===== config.mk =====
export PLATFORM = sky130hd
export DESIGN_NAME = ihcs_top
export DESIGN_NICKNAME = d
export VERILOG_FILES = /design/src/rtl/ihcs_pkg.sv /design/src/rtl/ihcs_top.sv
export SDC_FILE = /design/constraint.sdc
export NUM_CORES = 1
export LEC_CHECK = 0
export BUFFER_PORTS_ARGS = -buffer_cell sky130_fd_sc_hd__buf_4
export CORE_ASPECT_RATIO = 1.4
export CORE_UTILIZATION = 50
export DETAILED_ROUTE_END_ITERATION = 12
export GPL_ROUTABILITY_DRIVEN = 0
export PLACE_DENSITY = 0.77
export SLEW_MARGIN = 20
export SYNTH_ARGS = -nofsm -noshare
export SYNTH_HDL_FRONTEND = slang
export SYNTH_SLANG_ARGS = --single-unit

===== constraint.sdc =====
create_clock -name core_clk -period 2.76 [get_ports core_clk]
set_clock_uncertainty 0.15 [all_clocks]
set_input_delay 0.414 -clock core_clk [delete_from_list [all_inputs] [get_ports core_clk]]
set_output_delay 0.414 -clock core_clk [all_outputs]
set_load 0.01 [all_outputs]

===== src/rtl/ihcs_pkg.sv =====
// constants, types and register map of the i2c host condition sequencer
package ihcs_pkg;
    // byte offsets on the register bus
    localparam logic [3:0] CTRL_OFS   = 4'h0;
    localparam logic [3:0] STATUS_OFS = 4'h4;
    localparam logic [3:0] BUF_OFS    = 4'h8;
    localparam logic [3:0] BAUD_OFS   = 4'hc;
    // control fields; bits 0..3 are the requests
    localparam int REQ_START   = 0;
    localparam int REQ_RSTART  = 1;
    localparam int REQ_STOP    = 2;
    localparam int REQ_ACK     = 3;
    localparam int ACK_SEL_BIT = 4;
    localparam int IRQ_EN_BIT  = 5;
    // status fields; write collision, event and bus collision are write one to clear
    localparam int WRITE_COLLISION_FLAG_BIT  = 1;
    localparam int EVENT_BIT = 3;
    localparam int BCOL_BIT  = 4;
    localparam int BUSY_BIT  = 7;
    localparam logic [7:0] BAUD_RST = 8'h04;
    localparam int         BIT_LAST = 8;
    typedef enum {
        S_IDLE, S_RS_LOW, S_RS_SDAH, S_RS_RISE, S_RS_HIGH, S_RS_SDAL,
        S_ST_HIGH, S_ST_HOLD, S_TX_LOW, S_TX_RISE, S_TX_HIGH,
        S_AK_LOW, S_AK_RISE, S_AK_HIGH, S_SP_FALL, S_SP_LOW,
        S_SP_RISE, S_SP_HIGH, S_SP_SDAR, S_SP_END
    } ihcs_state_t;
    typedef struct packed {
        logic stopSeen;
        logic startSeen;
        logic busColl;
        logic eventFlag;
        logic ack_received_status;
        logic writeColl;
        logic bufFull;
    } ihcs_status_t;
endpackage


===== src/rtl/ihcs_top.sv =====
// host-mode condition sequencer with a classic wishbone register slave
//
// The implementer's own choices: the Wishbone slave port and the register offsets.
`timescale 1ns/1ps
module ihcs_top #(
    parameter int BRG_W = 8
) (
    input  wire logic        core_clk,
    input  wire logic        rst_n,
    input  wire logic        wb_cyc,
    input  wire logic        wb_stb,
    input  wire logic        wb_we,
    input  wire logic [3:0]  wb_adr,
    input  wire logic [3:0]  wb_sel,
    input  wire logic [31:0] wb_wdat,
    output logic      [31:0] wb_rdat,
    output logic             wb_ack,
    input  wire logic        sclIn,
    output logic             sclOut,
    output logic             sclOe,
    input  wire logic        sdaIn,
    output logic             sdaOut,
    output logic             sdaOe,
    output logic             serialEventFlag,
    input  wire logic        sleepMode,
    input  wire logic        clientAddrMatch,
    input  wire logic        clientByteDone,
    output logic             wakeReq
);
    ////////////////////////////////////////////////////////////////////
    ihcs_pkg::ihcs_state_t state_q, state_d;
    ihcs_pkg::ihcs_status_t st_q, st_d;
    logic [BRG_W-1:0] brgCnt_q, brgCnt_d, baudReload_q;
    logic [7:0]  bitShift_q, shift_d, txRxBuffer_q;
    logic [3:0]  bitCnt_q, bitCnt_d, reqs_q, reqClr;
    logic        sclMeta_q, sclS_q, sdaMeta_q, sdaS_q;
    logic        sclPrev_q, sdaPrev_q;
    logic        sclOe_q, sclOe_d, sdaOe_q, sdaOe_d;
    logic        ackSel_q, irqEn_q, ack_q, wake_q, lineLow_q;
    logic [31:0] rdat_q;
    logic        brgLoad, setEvent, setBcol, clrBf, ackCap;
    ////////////////////////////////////////////////////////////////////
    // bus decode; a write lands on the edge where the master sees ack
    wire        wbFire   = wb_cyc & wb_stb & ack_q;
    wire        wrEn     = wbFire & wb_we & wb_sel[0];
    wire [7:0]  wd       = wb_wdat[7:0];
    wire        ctrlWr   = wrEn & (wb_adr == ihcs_pkg::CTRL_OFS);
    wire        stsWr    = wrEn & (wb_adr == ihcs_pkg::STATUS_OFS);
    wire        bufWr    = wrEn & (wb_adr == ihcs_pkg::BUF_OFS);
    wire        baudWr   = wrEn & (wb_adr == ihcs_pkg::BAUD_OFS);
    wire        busy     = (state_q != ihcs_pkg::S_IDLE);
    wire        canTake  = ~busy & (reqs_q == 4'h0);
    // only the lowest request bit is taken: no queuing of events
    wire [3:0]  reqLow   = wd[3:0] & (~wd[3:0] + 4'h1);
    wire [3:0]  reqSet   = (ctrlWr & canTake) ? reqLow : 4'h0;
    wire        txStart  = bufWr & canTake;
    wire        wcolSet  = bufWr & ~canTake;
    wire        tick     = (brgCnt_q == '0);
    wire        sclHi    = sclS_q;
    wire        sdaHi    = sdaS_q;
    wire        bitOut   = bitShift_q[7];
    wire        lastBit  = (bitCnt_q == 4'(ihcs_pkg::BIT_LAST));
    ////////////////////////////////////////////////////////////////////
    // line condition detectors, both lines synchronised first
    wire startDet = sclHi & sclPrev_q & sdaPrev_q & ~sdaHi;
    wire stopDet  = sclHi & sclPrev_q & ~sdaPrev_q & sdaHi;
    wire w1cWcol  = stsWr & wd[ihcs_pkg::WRITE_COLLISION_FLAG_BIT];
    wire w1cEvent = stsWr & wd[ihcs_pkg::EVENT_BIT];
    wire w1cBcol  = stsWr & wd[ihcs_pkg::BCOL_BIT];
    ////////////////////////////////////////////////////////////////////
    // read mux; reserved bits read as zero
    wire [31:0] ctrlRd = {26'h0, irqEn_q, ackSel_q, reqs_q};
    wire [31:0] stsRd  = {24'h0, busy, st_q};
    wire [31:0] rdMux  =
        (wb_adr == ihcs_pkg::CTRL_OFS)   ? ctrlRd :
        (wb_adr == ihcs_pkg::STATUS_OFS) ? stsRd :
        (wb_adr == ihcs_pkg::BUF_OFS)    ? {24'h0, txRxBuffer_q} :
        (wb_adr == ihcs_pkg::BAUD_OFS)   ? {{(32-BRG_W){1'b0}}, baudReload_q} :
        32'h0;
    ////////////////////////////////////////////////////////////////////
    // sticky flags: a hardware set always beats a software clear
    always_comb
    begin
        st_d           = st_q;
        st_d.bufFull   = txStart | (st_q.bufFull & ~clrBf & ~setBcol);
        st_d.writeColl = wcolSet | (st_q.writeColl & ~w1cWcol);
        st_d.ack_received_status   = ackCap ? sdaHi : st_q.ack_received_status;
        st_d.eventFlag = setEvent | (st_q.eventFlag & ~w1cEvent);
        st_d.busColl   = setBcol | (st_q.busColl & ~w1cBcol);
        st_d.startSeen = startDet | (st_q.startSeen & ~stopDet);
        st_d.stopSeen  = stopDet | (st_q.stopSeen & ~startDet);
    end
    // baud counter: every load takes the reload register
    assign brgCnt_d = brgLoad ? baudReload_q :
                      (tick ? brgCnt_q : brgCnt_q - 1'b1);
    ////////////////////////////////////////////////////////////////////
    // sequencer; lines stay where they are while idle, so SCL stays held low after a byte, an ack or a restart
    always_comb
    begin
        state_d  = state_q;
        sclOe_d  = sclOe_q;
        sdaOe_d  = sdaOe_q;
        shift_d  = bitShift_q;
        bitCnt_d = bitCnt_q;
        brgLoad  = 1'b0;
        reqClr   = 4'h0;
        setEvent = 1'b0;
        setBcol  = 1'b0;
        clrBf    = 1'b0;
        ackCap   = 1'b0;
        case (state_q)
            ihcs_pkg::S_IDLE:
            begin
                if (reqs_q[ihcs_pkg::REQ_START])
                begin
                    if (!sclHi || !sdaHi)
                        setBcol = 1'b1;
                    else
                    begin
                        brgLoad = 1'b1;
                        state_d = ihcs_pkg::S_ST_HIGH;
                    end
                end
                else if (reqs_q[ihcs_pkg::REQ_RSTART])
                begin
                    sclOe_d = 1'b1;
                    sdaOe_d = 1'b0;
                    state_d = ihcs_pkg::S_RS_LOW;
                end
                else if (reqs_q[ihcs_pkg::REQ_STOP])
                begin
                    sclOe_d = 1'b1;
                    sdaOe_d = 1'b1;
                    state_d = ihcs_pkg::S_SP_FALL;
                end
                else if (reqs_q[ihcs_pkg::REQ_ACK])
                begin
                    sclOe_d = 1'b1;
                    sdaOe_d = ~ackSel_q;
                    brgLoad = 1'b1;
                    state_d = ihcs_pkg::S_AK_LOW;
                end
                else if (txStart)
                begin
                    shift_d  = {wd[6:0], 1'b0};
                    bitCnt_d = 4'h0;
                    sclOe_d  = 1'b1;
                    sdaOe_d  = ~wd[7];
                    brgLoad  = 1'b1;
                    state_d  = ihcs_pkg::S_TX_LOW;
                end
            end
            // restart: wait for SCL low, then SDA released one period
            ihcs_pkg::S_RS_LOW:
                if (!sclHi)
                begin
                    brgLoad = 1'b1;
                    state_d = ihcs_pkg::S_RS_SDAH;
                end
            ihcs_pkg::S_RS_SDAH:
                if (tick)
                begin
                    if (sdaHi)
                    begin
                        sclOe_d = 1'b0;
                        state_d = ihcs_pkg::S_RS_RISE;
                    end
                    else
                        setBcol = 1'b1;
                end
            ihcs_pkg::S_RS_RISE:
                if (sclHi)
                begin
                    if (!sdaHi)
                        setBcol = 1'b1;
                    else
                    begin
                        brgLoad = 1'b1;
                        state_d = ihcs_pkg::S_RS_HIGH;
                    end
                end
            ihcs_pkg::S_RS_HIGH:
                if (!sclHi)
                    setBcol = 1'b1;
                else if (tick)
                begin
                    sdaOe_d = 1'b1;
                    brgLoad = 1'b1;
                    state_d = ihcs_pkg::S_RS_SDAL;
                end
            ihcs_pkg::S_RS_SDAL:
                if (tick)
                begin
                    sclOe_d  = 1'b1;
                    reqClr   = 4'h1 << ihcs_pkg::REQ_RSTART;
                    setEvent = 1'b1;
                    state_d  = ihcs_pkg::S_IDLE;
                end
            // start: SDA falls with SCL high, then a hold period
            ihcs_pkg::S_ST_HIGH:
                if (!sclHi)
                    setBcol = 1'b1;
                else if (tick)
                begin
                    sdaOe_d = 1'b1;
                    brgLoad = 1'b1;
                    state_d = ihcs_pkg::S_ST_HOLD;
                end
            ihcs_pkg::S_ST_HOLD:
                if (tick)
                begin
                    reqClr   = 4'h1 << ihcs_pkg::REQ_START;
                    setEvent = 1'b1;
                    state_d  = ihcs_pkg::S_IDLE;
                end
            // byte transmit: eight data bits and the ninth for ack
            ihcs_pkg::S_TX_LOW:
                if (tick)
                begin
                    sclOe_d = 1'b0;
                    state_d = ihcs_pkg::S_TX_RISE;
                end
            ihcs_pkg::S_TX_RISE:
                if (sclHi)
                begin
                    if (lastBit)
                        ackCap = 1'b1;
                    if (!lastBit && !sdaOe_q && !sdaHi)
                        setBcol = 1'b1;
                    brgLoad = 1'b1;
                    state_d = ihcs_pkg::S_TX_HIGH;
                end
            ihcs_pkg::S_TX_HIGH:
                if (tick)
                begin
                    sclOe_d = 1'b1;
                    if (lastBit)
                    begin
                        setEvent = 1'b1;
                        state_d  = ihcs_pkg::S_IDLE;
                    end
                    else
                    begin
                        bitCnt_d = bitCnt_q + 4'h1;
                        if (bitCnt_q == 4'(ihcs_pkg::BIT_LAST - 1))
                        begin
                            sdaOe_d = 1'b0;
                            clrBf   = 1'b1;
                        end
                        else
                        begin
                            sdaOe_d = ~bitOut;
                            shift_d = {bitShift_q[6:0], 1'b0};
                        end
                        brgLoad = 1'b1;
                        state_d = ihcs_pkg::S_TX_LOW;
                    end
                end
            // ack sequence
            ihcs_pkg::S_AK_LOW:
                if (tick)
                begin
                    sclOe_d = 1'b0;
                    state_d = ihcs_pkg::S_AK_RISE;
                end
            ihcs_pkg::S_AK_RISE:
                if (sclHi)
                begin
                    brgLoad = 1'b1;
                    state_d = ihcs_pkg::S_AK_HIGH;
                end
            ihcs_pkg::S_AK_HIGH:
                if (tick)
                begin
                    sclOe_d  = 1'b1;
                    reqClr   = 4'h1 << ihcs_pkg::REQ_ACK;
                    setEvent = 1'b1;
                    state_d  = ihcs_pkg::S_IDLE;
                end
            // stop: SDA low, SCL up, then SDA up
            ihcs_pkg::S_SP_FALL:
                if (!sdaHi)
                begin
                    brgLoad = 1'b1;
                    state_d = ihcs_pkg::S_SP_LOW;
                end
            ihcs_pkg::S_SP_LOW:
                if (tick)
                begin
                    sclOe_d = 1'b0;
                    state_d = ihcs_pkg::S_SP_RISE;
                end
            ihcs_pkg::S_SP_RISE:
                if (sclHi)
                begin
                    brgLoad = 1'b1;
                    state_d = ihcs_pkg::S_SP_HIGH;
                end
            ihcs_pkg::S_SP_HIGH:
                if (tick)
                begin
                    sdaOe_d = 1'b0;
                    state_d = ihcs_pkg::S_SP_SDAR;
                end
            ihcs_pkg::S_SP_SDAR:
                if (sdaHi && sclHi)
                begin
                    brgLoad = 1'b1;
                    state_d = ihcs_pkg::S_SP_END;
                end
            ihcs_pkg::S_SP_END:
                if (tick)
                begin
                    reqClr   = 4'h1 << ihcs_pkg::REQ_STOP;
                    setEvent = 1'b1;
                    state_d  = ihcs_pkg::S_IDLE;
                end
            default:
                state_d = ihcs_pkg::S_IDLE;
        endcase
        // collision aborts whatever runs and frees both lines
        if (setBcol)
        begin
            state_d = ihcs_pkg::S_IDLE;
            sclOe_d = 1'b0;
            sdaOe_d = 1'b0;
            reqClr  = 4'hf;
        end
    end
    ////////////////////////////////////////////////////////////////////
    // synchronisers; the meta stage feeds only the second stage
    always_ff @(posedge core_clk or negedge rst_n)
    begin
        if (!rst_n)
        begin
            sclMeta_q <= 1'b1;
            sclS_q    <= 1'b1;
            sdaMeta_q <= 1'b1;
            sdaS_q    <= 1'b1;
            sclPrev_q <= 1'b1;
            sdaPrev_q <= 1'b1;
        end
        else
        begin
            sclMeta_q <= sclIn;
            sclS_q    <= sclMeta_q;
            sdaMeta_q <= sdaIn;
            sdaS_q    <= sdaMeta_q;
            sclPrev_q <= sclS_q;
            sdaPrev_q <= sdaS_q;
        end
    end
    // sequencer state; reset frees the lines and drops any transfer
    always_ff @(posedge core_clk or negedge rst_n)
    begin
        if (!rst_n)
        begin
            state_q    <= ihcs_pkg::S_IDLE;
            sclOe_q    <= 1'b0;
            sdaOe_q    <= 1'b0;
            brgCnt_q   <= '0;
            bitShift_q <= 8'h00;
            bitCnt_q   <= 4'h0;
            st_q       <= '0;
        end
        else
        begin
            state_q    <= state_d;
            sclOe_q    <= sclOe_d;
            sdaOe_q    <= sdaOe_d;
            brgCnt_q   <= brgCnt_d;
            bitShift_q <= shift_d;
            bitCnt_q   <= bitCnt_d;
            st_q       <= st_d;
        end
    end
    // software registers and bus answer, one wait state
    always_ff @(posedge core_clk or negedge rst_n)
    begin
        if (!rst_n)
        begin
            reqs_q       <= 4'h0;
            ackSel_q     <= 1'b0;
            irqEn_q      <= 1'b0;
            baudReload_q <= BRG_W'(ihcs_pkg::BAUD_RST);
            txRxBuffer_q <= 8'h00;
            ack_q        <= 1'b0;
            rdat_q       <= 32'h0;
            wake_q       <= 1'b0;
            lineLow_q    <= 1'b0;
        end
        else
        begin
            reqs_q <= (reqs_q & ~reqClr) | reqSet;
            if (ctrlWr)
            begin
                ackSel_q <= wd[ihcs_pkg::ACK_SEL_BIT];
                irqEn_q  <= wd[ihcs_pkg::IRQ_EN_BIT];
            end
            if (baudWr)
                baudReload_q <= wd[BRG_W-1:0];
            if (txStart)
                txRxBuffer_q <= wd;
            ack_q  <= wb_cyc & wb_stb & ~ack_q;
            if (wb_cyc && wb_stb && !ack_q)
                rdat_q <= rdMux;
            // client side keeps running in sleep and may wake the core
            wake_q <= sleepMode & irqEn_q
                      & (clientAddrMatch | clientByteDone);
            lineLow_q <= 1'b0;
        end
    end
    ////////////////////////////////////////////////////////////////////
    assign wb_rdat         = rdat_q;
    assign wb_ack          = ack_q;
    assign sclOut          = lineLow_q;
    assign sdaOut          = lineLow_q;
    assign sclOe           = sclOe_q;
    assign sdaOe           = sdaOe_q;
    assign serialEventFlag = st_q.eventFlag;
    assign wakeReq         = wake_q;
    ////////////////////////////////////////////////////////////////////
    // checks
    a_rs_ignored: assert property (@(posedge core_clk) disable iff (!rst_n)
        ctrlWr && busy && !reqs_q[ihcs_pkg::REQ_RSTART]
        |=> !reqs_q[ihcs_pkg::REQ_RSTART])
        else $error("restart taken while busy");
    a_write_collision_flag_set: assert property (@(posedge core_clk) disable iff (!rst_n)
        bufWr && busy |=> st_q.writeColl && $stable(txRxBuffer_q))
        else $error("busy buffer write not refused");
    a_write_collision_flag_sticky: assert property (@(posedge core_clk) disable iff (!rst_n)
        st_q.writeColl && !w1cWcol |=> st_q.writeColl)
        else $error("write collision cleared by hardware");
    a_event_sticky: assert property (@(posedge core_clk) disable iff (!rst_n)
        st_q.eventFlag && !w1cEvent |=> st_q.eventFlag)
        else $error("event flag lost");
    a_tx_begin: assert property (@(posedge core_clk) disable iff (!rst_n)
        txStart |=> st_q.bufFull && state_q == ihcs_pkg::S_TX_LOW && sclOe_q)
        else $error("buffer write did not start byte");
    a_brg_load: assert property (@(posedge core_clk) disable iff (!rst_n)
        brgLoad |=> brgCnt_q == $past(baudReload_q))
        else $error("baud counter not loaded from reload");
    a_clk_stretch: assert property (@(posedge core_clk) disable iff (!rst_n)
        state_q == ihcs_pkg::S_TX_RISE && !sclHi
        |=> state_q == ihcs_pkg::S_TX_RISE && !sclOe_q)
        else $error("counter ran while SCL held low");
    a_rs_finish: assert property (@(posedge core_clk) disable iff (!rst_n)
        state_q == ihcs_pkg::S_RS_SDAL && tick
        |=> !reqs_q[ihcs_pkg::REQ_RSTART] && sclOe_q && sdaOe_q
            && st_q.eventFlag && !busy)
        else $error("restart end wrong");
    a_bus_abort: assert property (@(posedge core_clk) disable iff (!rst_n)
        setBcol |=> st_q.busColl && !busy && !sclOe_q && !sdaOe_q
            && reqs_q == 4'h0)
        else $error("collision did not abort");
    a_bf_clear: assert property (@(posedge core_clk) disable iff (!rst_n)
        state_q == ihcs_pkg::S_TX_HIGH && tick && bitCnt_q == 4'h7
        |=> !st_q.bufFull && !sdaOe_q ##1 sclOe_q)
        else $error("eighth bit end wrong");
    a_ninth_hold: assert property (@(posedge core_clk) disable iff (!rst_n)
        state_q == ihcs_pkg::S_TX_HIGH && tick && lastBit
        |=> !busy && sclOe_q && st_q.eventFlag)
        else $error("ninth clock end wrong");
endmodule


; Word level (Yosys, flattened, before mapping)
; Index checks and enable logic that the tools add are counted.
[op_classes]
addsub = 3
n_eq_ne = 62
muxes = 114
n_bitwise = 57
n_reduce_logical = 29
[op_table]
columns = op, n
row1 = two-way mux 32 bit, 27
row2 = case mux 32 bit (17 select lines), 1
row3 = equality test 32 x 4 -> 1 bit (second input constant), 8
row4 = equality test 32 x 3 -> 1 bit (second input constant), 4
row5 = equality test 32 x 5 -> 1 bit (second input constant), 4
row6 = two-way mux 8 bit, 14
row7 = equality test 32 x 2 -> 1 bit (second input constant), 2
row8 = != test 3 bit (second input constant), 21
row9 = two-way mux 1 bit, 51
row10 = two-way mux 4 bit, 11
row11 = equality test 32 x 1 -> 1 bit (second input constant), 1
row12 = logical NOT 32 bit, 1
row13 = nonzero test 32 bit, 1
row14 = AND 1 bit, 30
row15 = AND reduction 22 bit, 1
row16 = != test 2 bit (second input constant), 9
row17 = case mux 4 bit (4 select lines), 1
row18 = case mux 8 bit (2 select lines), 1
row19 = AND reduction 8 bit, 2
row20 = != test 3 x 1 -> 1 bit (second input constant), 5
row21 = inverter 1 bit, 15
row22 = equality test 4 bit (second input constant), 3
row23 = nonzero test 5 bit, 2
row24 = AND reduction 9 bit, 1
row25 = 27 further kinds, 49
[totals]
register_bits = 123
inputBits = 50
output_inout_bits = 39
word_cells = 292

; Longest topological paths before layout
; Gate-level depths: netlist of run 1.
[logic_depth]
word_depth = 13
depth_mapped = 9
mapped_depth_nobuf = 8

; Worst setup path after synthesis of run 1
; No wires, ideal clock.
[synth_timing]
path_type = reg2reg
from = reg reqs_q[1]
to = reg bitCnt_q[3]
setup_ns = 0.143
arrival_time_ns = 2.283
required_time_ns = 2.467
slack_ns = 0.185
stages_incl_launch_ff = 8
n_path_buf = 1
period_less_slack_ns = 2.575
path_cell_list = dfrtp_1 buf_6 or4_1 or4_1 a222oi_1 nand4_1 xor2_1 nor2_2
[synth_between]
elab_chain_cells = 5
word_cells_on_any_way = 6
classes_between = eq/ne (2) / bitwise (2) / reduce/logical (2)
[synth_lines]
columns = element, line
row1 = from (decl), ihcs_top.sv:35  ; logic [3:0] bitCnt_q, bitCnt_d, reqs_q, reqClr;
row2 = from (signal assigned), ihcs_top.sv:394  ; reqs_q <= (reqs_q & ~reqClr) | reqSet;
row3 = logical NOT 4 bit, ihcs_top.sv:52  ; wire canTake = ~busy & (reqs_q == 4'h0);
row4 = AND 1 bit, ihcs_top.sv:52
row5 = AND 1 bit, ihcs_top.sv:56  ; wire txStart = bufWr & canTake;
row6 = != test 2 bit (no source line), --
row7 = AND reduction 8 bit (no source line) *, --
row8 = to (signal assigned), ihcs_top.sv:373  ; bitCnt_q <= bitCnt_d;
row9 = to (decl), ihcs_top.sv:35
; Every way passes the cells marked *; elsewhere a longest branch is shown, timed or not.
; A chain may end at the register's enable or synchronous reset.

; Worst setup path after layout of run 1
[layout_timing]
from = reg state_q[1]
to = reg reqs_q[0]
[layout_between]
elab_chain_cells = 7
word_cells_on_any_way = 22
classes_between = eq/ne (9) / mux (4) / bitwise (6) / reduce/logical (3)
[layout_lines]
columns = element, line
row1 = from (decl), ihcs_top.sv:31  ; ihcs_pkg::ihcs_state_t state_q, state_d;
row2 = from (signal assigned), ihcs_top.sv:358  ; state_q <= ihcs_pkg::S_IDLE;
row3 = from (signal assigned), ihcs_top.sv:368  ; state_q <= state_d;
row4 = equality test 32 x 3 -> 1 bit, ihcs_top.sv:111  ; case (state_q)
row5 = OR reduction 2 bit (no source line), --
row6 = case mux 1 bit (5 select lines), ihcs_top.sv:111
row7 = two-way mux 4 bit, ihcs_top.sv:322  ; if (setBcol)
row8 = inverter 4 bit, ihcs_top.sv:394
row9 = AND 4 bit, ihcs_top.sv:394
row10 = OR 4 bit *, ihcs_top.sv:394
; Marked as above.

==> impl_metrics.csv, run 1 <==
group,metric,value,unit
finish,final_nets,564,
synth,synth_mux_area_share,10.7,%
synth,synth-seq-cells,71,
sta,setup_tns,0,ns
worst_setup_path,critPathArrivalTime,2.66,ns
floorplan,io_pins,89,
clock_tree,cts_setup_buffers,0,
clock_tree,ctsHoldBuffers,0,
worst_setup_path,path_buf_inv,1,
drt,via_per_inst,6.11,
placement,place_hpwl,8.12,mm
sta,timing.final.crit_share,94.7,%
finish,area.sequential,1790,sq um
placement,placed_cell_area,4730,sq um
global_routing,antenna_found_initial,0,
worst_setup_path,crit_top_cell,"o311ai_0",
hold_path,hp-class,"primary input to async pin",
global_routing,grt_pass1_vias,3515,
drt,drc,0,
drt,via_count,3769,
synth,yosysWarnings,0,
worst_setup_path,required,2.80,ns
worst_setup_path,worstPathMaxFanout,18,
sta,fin_crit,2.61,ns
sta,rsz0062_at_grt,"false",
synth,synth_top_family_by_area,"simple AND/OR/NAND/NOR gates",
finish,drive_gt1_share,24.1,%
worst_setup_path,crit_family,"simple AND/OR/NAND/NOR gates",
floorplan,die_y,112,um
global_routing,grt_pass1_wl,18.2,mm
worst_setup_path,max_stage_delay,0.61,ns
synth,avgSynthCellArea,9.39,sq um
drt,drt_iter0_markers,530,
worst_setup_path,rr_worst_depth,7,
sta,slew-limit-headroom,40.8,%
drt,wl_per_cell,18.2,um
finish,fillCellCount,664,
floorplan,rows,39,
sta,final-max-slew-violation-count,0,
global_routing,grt_max_degree,72,
synth,synth_top_cell_area_share,37.0,%
sta,hold_viol,0,
worst_setup_path,crit_slowest_cell,"dfrtp_1",
clock_tree,cts_tree,"yes",
finish,final_cell_area,5020,sq um
sta,fmax,0.383,GHz
drt,routed_wl,11.2,mm
clock_tree,ctsResizeCount,0,
synth,synth-xor-area-share,1.82,%
synth,synthFlopType,"dfrtp_1",
synth,synth_fa_ha_area_share,1.16,%
placement,io_buffers,35,
worst_setup_path,start_kind,"flop",
clock_tree,clkSlewWorstSetupHoldPaths,0.06,ns
synth,yosys.cell_types.count,74,
power,powerDensity,963,nW/um^2
sta,setup_viol,0,
floorplan,die_area,9040,sq um
synth,synth-edff-count,0,
synth,syn_inst,461,
power,vdd_drop_max,0.440,mV
clock_tree,clock_path_buffers,2,
finish,multi_input_area,2260,sq um
power,p_total,4.84,mW
drt,dr.pass1.iters,5,
finish,final_core_util,60.6,%
clock_tree,cts-buffers-inserted,9,
flow_run,maxCapViolations,0,
floorplan,coreArea,8300,sq um
floorplan,initial_core_util,52.2,%
clock_tree,htree_levels,3,
drt,postRouteAntennaNets,0,
worst_setup_path,crit_path_cell_trace,"buf_4 -> nor4bb_1 -> nand4b_1 -> o311ai_0 -> nand2_1 -> o311ai_0 -> o21ai_0",
synth,ys_seq_area_share,41.2,%
synth,async_flop_share,100,%
clock_tree,cts.sinks,71,
floorplan,die_x,80.7,um
sta,worst_pin_slew,0.887,ns
finish,synthToLayoutAreaGrowth,16.0,%
synth,yosys-top-cells-area,"dfrtp_1 (37%), nand2_1 (5.5%), mux2_2 (4.9%)",
global_routing,gr-total-overflow,0,
synth,synth_common_cells,"dfrtp_1 (64), nand2_1 (63), o21ai_0 (29)",
synth,synth-compound-area-share,15.4,%
worst_setup_path,critical_path_class,"flop to flop",
clock_tree,clock_latency,0.34,ns
power,leakage,2.28,nW
synth,mappedNetlistArea,4330,sq um
clock_tree,root_buffer,"clkbuf_16",
worst_setup_path,worst-path-stages,7,
synth,yosys.area_share.simple,20.8,%
run_status,outcome,"finished clean",
worst_setup_path,endpoint_kind,"flop",
finish,antennaDiodeCount,0,
synth,yosysMostFrequentCell,"dfrtp_1",
global_routing,grt_use_total,27.2,%
synth,yosysTopAreaCell,"dfrtp_1",
[power breakdown]
group	switching, mW	total, mW	internal, mW
clock network	0.439	1.16	0.725
registers	0.269	1.53	1.26
logic	1.20	2.14	0.945
[metal layers]
metal / part of all wire, % / global-route usage (%) / wire, um / up-vias
met5: 0 / 0 / 0 / -
met4: 5.4 / 16.8 / 609 / 0
met3: 7.1 / 6.26 / 800 / 50
met2: 49 / 42.5 / 5510 / 209
met1: 38 / 33.6 / 4310 / 1786
li1: - / - / - / 1724
[path summary, 6_finish.rpt]
kind | start | end | slack (ns)
setup / recovery | state_q[1] | reqs_q[0] | 0.15
hold / removal | rst_n | sclOe | 0.01
setup reg to reg | state_q[1] | reqs_q[0] | 0.15
hold reg to reg | sdaMeta_q | sdaHi | 0.21
max in group asynchronous | rst_n | bitCnt_q[0] | 1.83
min in group core_clk | sdaIn | sdaMeta_q | 0.03
[cell usage in the layout, fill, tap and decap left out, drive strengths merged, types with 4 or more instances in the layout]
| cell type | count |
|---|---|
| clkbuf | 13 |
| or2 | 5 |
| dfrtp | 64 |
| mux2i | 10 |
| ha | 4 |
| nor4 | 4 |
| xnor2 | 5 |
| inv | 17 |
| xor2 | 4 |
| o21ai | 31 |
| a21oi | 12 |
| nand2 | 64 |
| a22o | 10 |
| mux4 | 6 |
| mux2 | 20 |
| buf | 66 |
| nand4 | 5 |
| conb | 26 |
| or3 | 4 |
| o211ai | 6 |
| nand3b | 6 |
| nor3 | 12 |
| nand3 | 10 |
| a31oi | 11 |
| dfstp | 7 |
| nand2b | 4 |
| nor2 | 30 |
[sequential cells by signal, summed over array words and instances, names as in the netlist, 4 cells and up]
| register | cells |
|---|---|
| st_q | 6 |
| state_q | 5 |
| reqs_q | 4 |
| txRxBuffer_q | 8 |
| wb_rdat | 8 |
| brgCnt_q | 8 |
| bitShift_q | 7 |
| bitCnt_q | 4 |
| baudReload_q | 8 |
[through the flow]
step	hold slack [ns]	setup WS, ns	std cells
after global placement	0.199	0.183	601
after global routing	0.0268	0.0799	617
after CTS	0.0290	0.207	617
after detailed placement	0.201	0.221	601
final	0.0143	0.147	617
after floorplan	-0.0316	0.185	486
[area by class of cell]
cell class / instances / area share (%)
Inverter: 17 / 1.27
Tap cell: 102 / 2.54
Sequential cell: 71 / 35.5
Clock buffer: 13 / 4.98
Multi-Input combinational cell: 345 / 44.9
Timing Repair Buffer: 66 / 9.86
Clock inverter: 3 / 0.872
[cells by family (layout without fill, tap and decap cells)]
kind of cell             Yosys count  count (layout)
XOR/XNOR                           9               9
buffers and inverters             70              99
multiplexers                      36              36
flip-flops                        71              71
adder cells (fa/ha/maj)            4               4
other                              1              26
AO/OA/AOI/OAI                     99              99
AND/OR/NAND/NOR                  171             171
[worst reg2reg max path, delay by kind of cell, from the launching register on]
family,cells,cell delay (ns)
AO/OA/AOI/OAI,3,0.53
buffers and inverters,1,0.28
flip-flops,1,0.61
AND/OR/NAND/NOR,3,0.89
(Power assumes the default switching activity.)
==> inputs of run 2 (changes only) <==
--- a/config.mk
+++ b/config.mk
@@ -7,10 +7,11 @@
 export LEC_CHECK = 0
 export BUFFER_PORTS_ARGS = -buffer_cell sky130_fd_sc_hd__buf_4
 export CORE_ASPECT_RATIO = 1.4
-export CORE_UTILIZATION = 50
+export CORE_UTILIZATION = 40
 export DETAILED_ROUTE_END_ITERATION = 12
 export GPL_ROUTABILITY_DRIVEN = 0
-export PLACE_DENSITY = 0.77
+export RECOVER_POWER = 25
+export SETUP_SLACK_MARGIN = 0.5
 export SLEW_MARGIN = 20
 export SYNTH_ARGS = -nofsm -noshare
 export SYNTH_HDL_FRONTEND = slang
==> run 2 against run 1 <==
Against the previous run:
- the run now ends with max-capacitance violations, max-slew violations left
- cell count increased by 10%
- cell area grew 9.9%
- worst setup slack gained 0.048 ns
- clock power down 3%
- largest power group unchanged
- highest routed layer unchanged
==> impl_metrics.csv, run 2 (synthesis gave the netlist of run 1 again) <==
group,metric,value,unit
hold_path,hp-class,"primary input to flop",
floorplan,die_x,89.9,um
power,switchingPower,2.20,mW
finish,mostFrequentLayoutCells,"buf_4 (81), nand2_1 (61), dfrtp_1 (61), nor2_1 (26), conb_1 (26)",
clock_tree,htree_levels,3,
drt,via_count,3896,
clock_tree,ctsHoldBuffers,0,
finish,final_nets,592,
sta,hold_viol,0,
power,switching_share,40.4,%
worst_setup_path,worstPathMaxFanout,14,
drt,dr.pass1.iters,5,
worst_setup_path,required,2.83,ns
global_routing,grt_pass1_vias,3549,
global_routing,grt_pass1_wl,18.8,mm
clock_tree,cts_tree,"yes",
finish,synthToLayoutAreaGrowth,27.5,%
run_status,violations,"max-capacitance violations, max-slew violations",
clock_tree,cts.sinks,71,
finish,antennaDiodeCount,0,
global_routing,antenna_found_initial,0,
flow_run,maxCapViolations,1,
floorplan,io_pins,89,
floorplan,rows,44,
clock_tree,clock_path_buffers,2,
drt,wl_per_cell,18.5,um
drt,drt_iter0_markers,336,
placement,place_hpwl,8.69,mm
sta,fmax,0.390,GHz
placement,dp_cells,638,
global_routing,grt_max_degree,72,
power,powerDensity,989,nW/um^2
sta,final-max-slew-violation-count,72,
worst_setup_path,start_kind,"flop",
worst_setup_path,critical_path_class,"flop to flop",
sta,setup_tns,0,ns
run_status,outcome,"finished with violations",
power,leakage,2.46,nW
sta,timing.final.crit_share,92.9,%
placement,io_buffers,35,
sta,slew-limit-headroom,-19.0,%
clock_tree,cts-buffers-inserted,9,
clock_tree,root_buffer,"clkbuf_16",
drt,routed_wl,12.6,mm
power,vdd_drop_max,0.511,mV
finish,final_common_cell,"buf_4",
clock_tree,clock_latency,0.34,ns
power,comb_power_share,52.2,%
floorplan,die_y,125,um
sta,rsz0062_at_grt,"true",
sta,fin_crit,2.57,ns
finish,drive_gt1_share,33.3,%
global_routing,grt_use_total,21.8,%
floorplan,coreArea,10500,sq um
power,pwr-share-clk,20.4,%
floorplan,initial_core_util,41.4,%
power,seqPwrFrac,27.3,%
sta,worst_pin_slew,1.79,ns
drt,via_per_inst,5.72,
drt,postRouteAntennaNets,0,
global_routing,gr-total-overflow,0,
sta,setup_viol,0,
finish,final_cells,681,
floorplan,die_area,11300,sq um
drt,drc,0,
worst_setup_path,critPathArrivalTime,2.64,ns
worst_setup_path,r2r_slack,0.19,ns
worst_setup_path,endpoint_kind,"flop",
clock_tree,clkSlewWorstSetupHoldPaths,0.06,ns
power,p_int,3.26,mW
[run 2: cell count changes in the layout (fill, tap and decap cells not counted), moves of 3 or more]
cell	delta
buf_6	+8
nor3b_1	-3
dfrtp_2	+3
o21ai_0	-6
o21ai_1	+5
dfrtp_1	-3
inv_2	+3
buf_4	+15
inv_1	-3
[run 2: worst paths after layout]
check | from | depth (start not counted) | end
max | sclHi | 6 | brgCnt_q[6]
min | sclIn | 1 | sclMeta_q
max reg2reg | sclHi | 6 | brgCnt_q[6]
min reg2reg | sdaMeta_q | 0 | sdaHi
max in group asynchronous | rst_n | 1 | state_q[3]
min in group asynchronous | rst_n | 1 | state_q[0]
[run 2: stage by stage]
stage / cell area (sq um) / setup WS (ns) / util [%] / hold slack, ns / power, mW
after detailed placement: 4820 / 0.138 / 46.0 / 0.200 / 3.72
final: 5520 / 0.195 / 52.8 / 0.0376 / 5.46
after floorplan: 4470 / 0.192 / - / -0.0316 / 3.03
after global placement: 4820 / 0.166 / 46.0 / 0.199 / 3.69
after CTS: 5160 / 0.168 / 49.4 / 0.0286 / 4.94
after global routing: 5520 / 0.121 / 52.8 / 0.0285 / 5.75
[run 2: final cells by class]
cell class,instances,area (sq um)
clock inverter,4,28.8
clock buffer,12,256
sequential,71,1790
tap,138,173
multi-input combinational,345,2450
fill,967,4940
inverter,17,63.8
timing repair buffer,94,758
[run 2: worst max-delay path: stages, from the launching register on]
cell,delay [ns]
dfstp_1,0.88
inv_1,0.20
or3_1,0.38
a31oi_1,0.19
and4b_1,0.24
buf_6,0.15
mux2_2,0.27
[run 2: power groups by stage]
stage / Sequential [mW] / Clock, mW / Combinational (mW)
finish: 1.49 / 1.12 / 2.85
global placement: 1.50 / 0 / 2.19
global route: 1.52 / 1.17 / 3.06
floorplan: 1.43 / 0 / 1.60
CTS: 1.49 / 1.13 / 2.32
detailed placement: 1.51 / 0 / 2.22
[run 2: routing by layer]
layer  up-vias  wire, um  global-route usage [%]  share of wire, %
li1       1774         -                       -                 -
met1      1867      4960                    26.3                39
met2       212      6230                    36.6                49
met3        43       816                    4.01               6.5
met4         0       614                    12.4               4.9
met5         -         0                       0                 0
[run 2: timing repair]
item | in CTS | in global routing
pin swaps | 2 | 11
resized for setup | 9 | 45
setup endpoints to repair | 31 | 40
setup buffers | 3 | 24
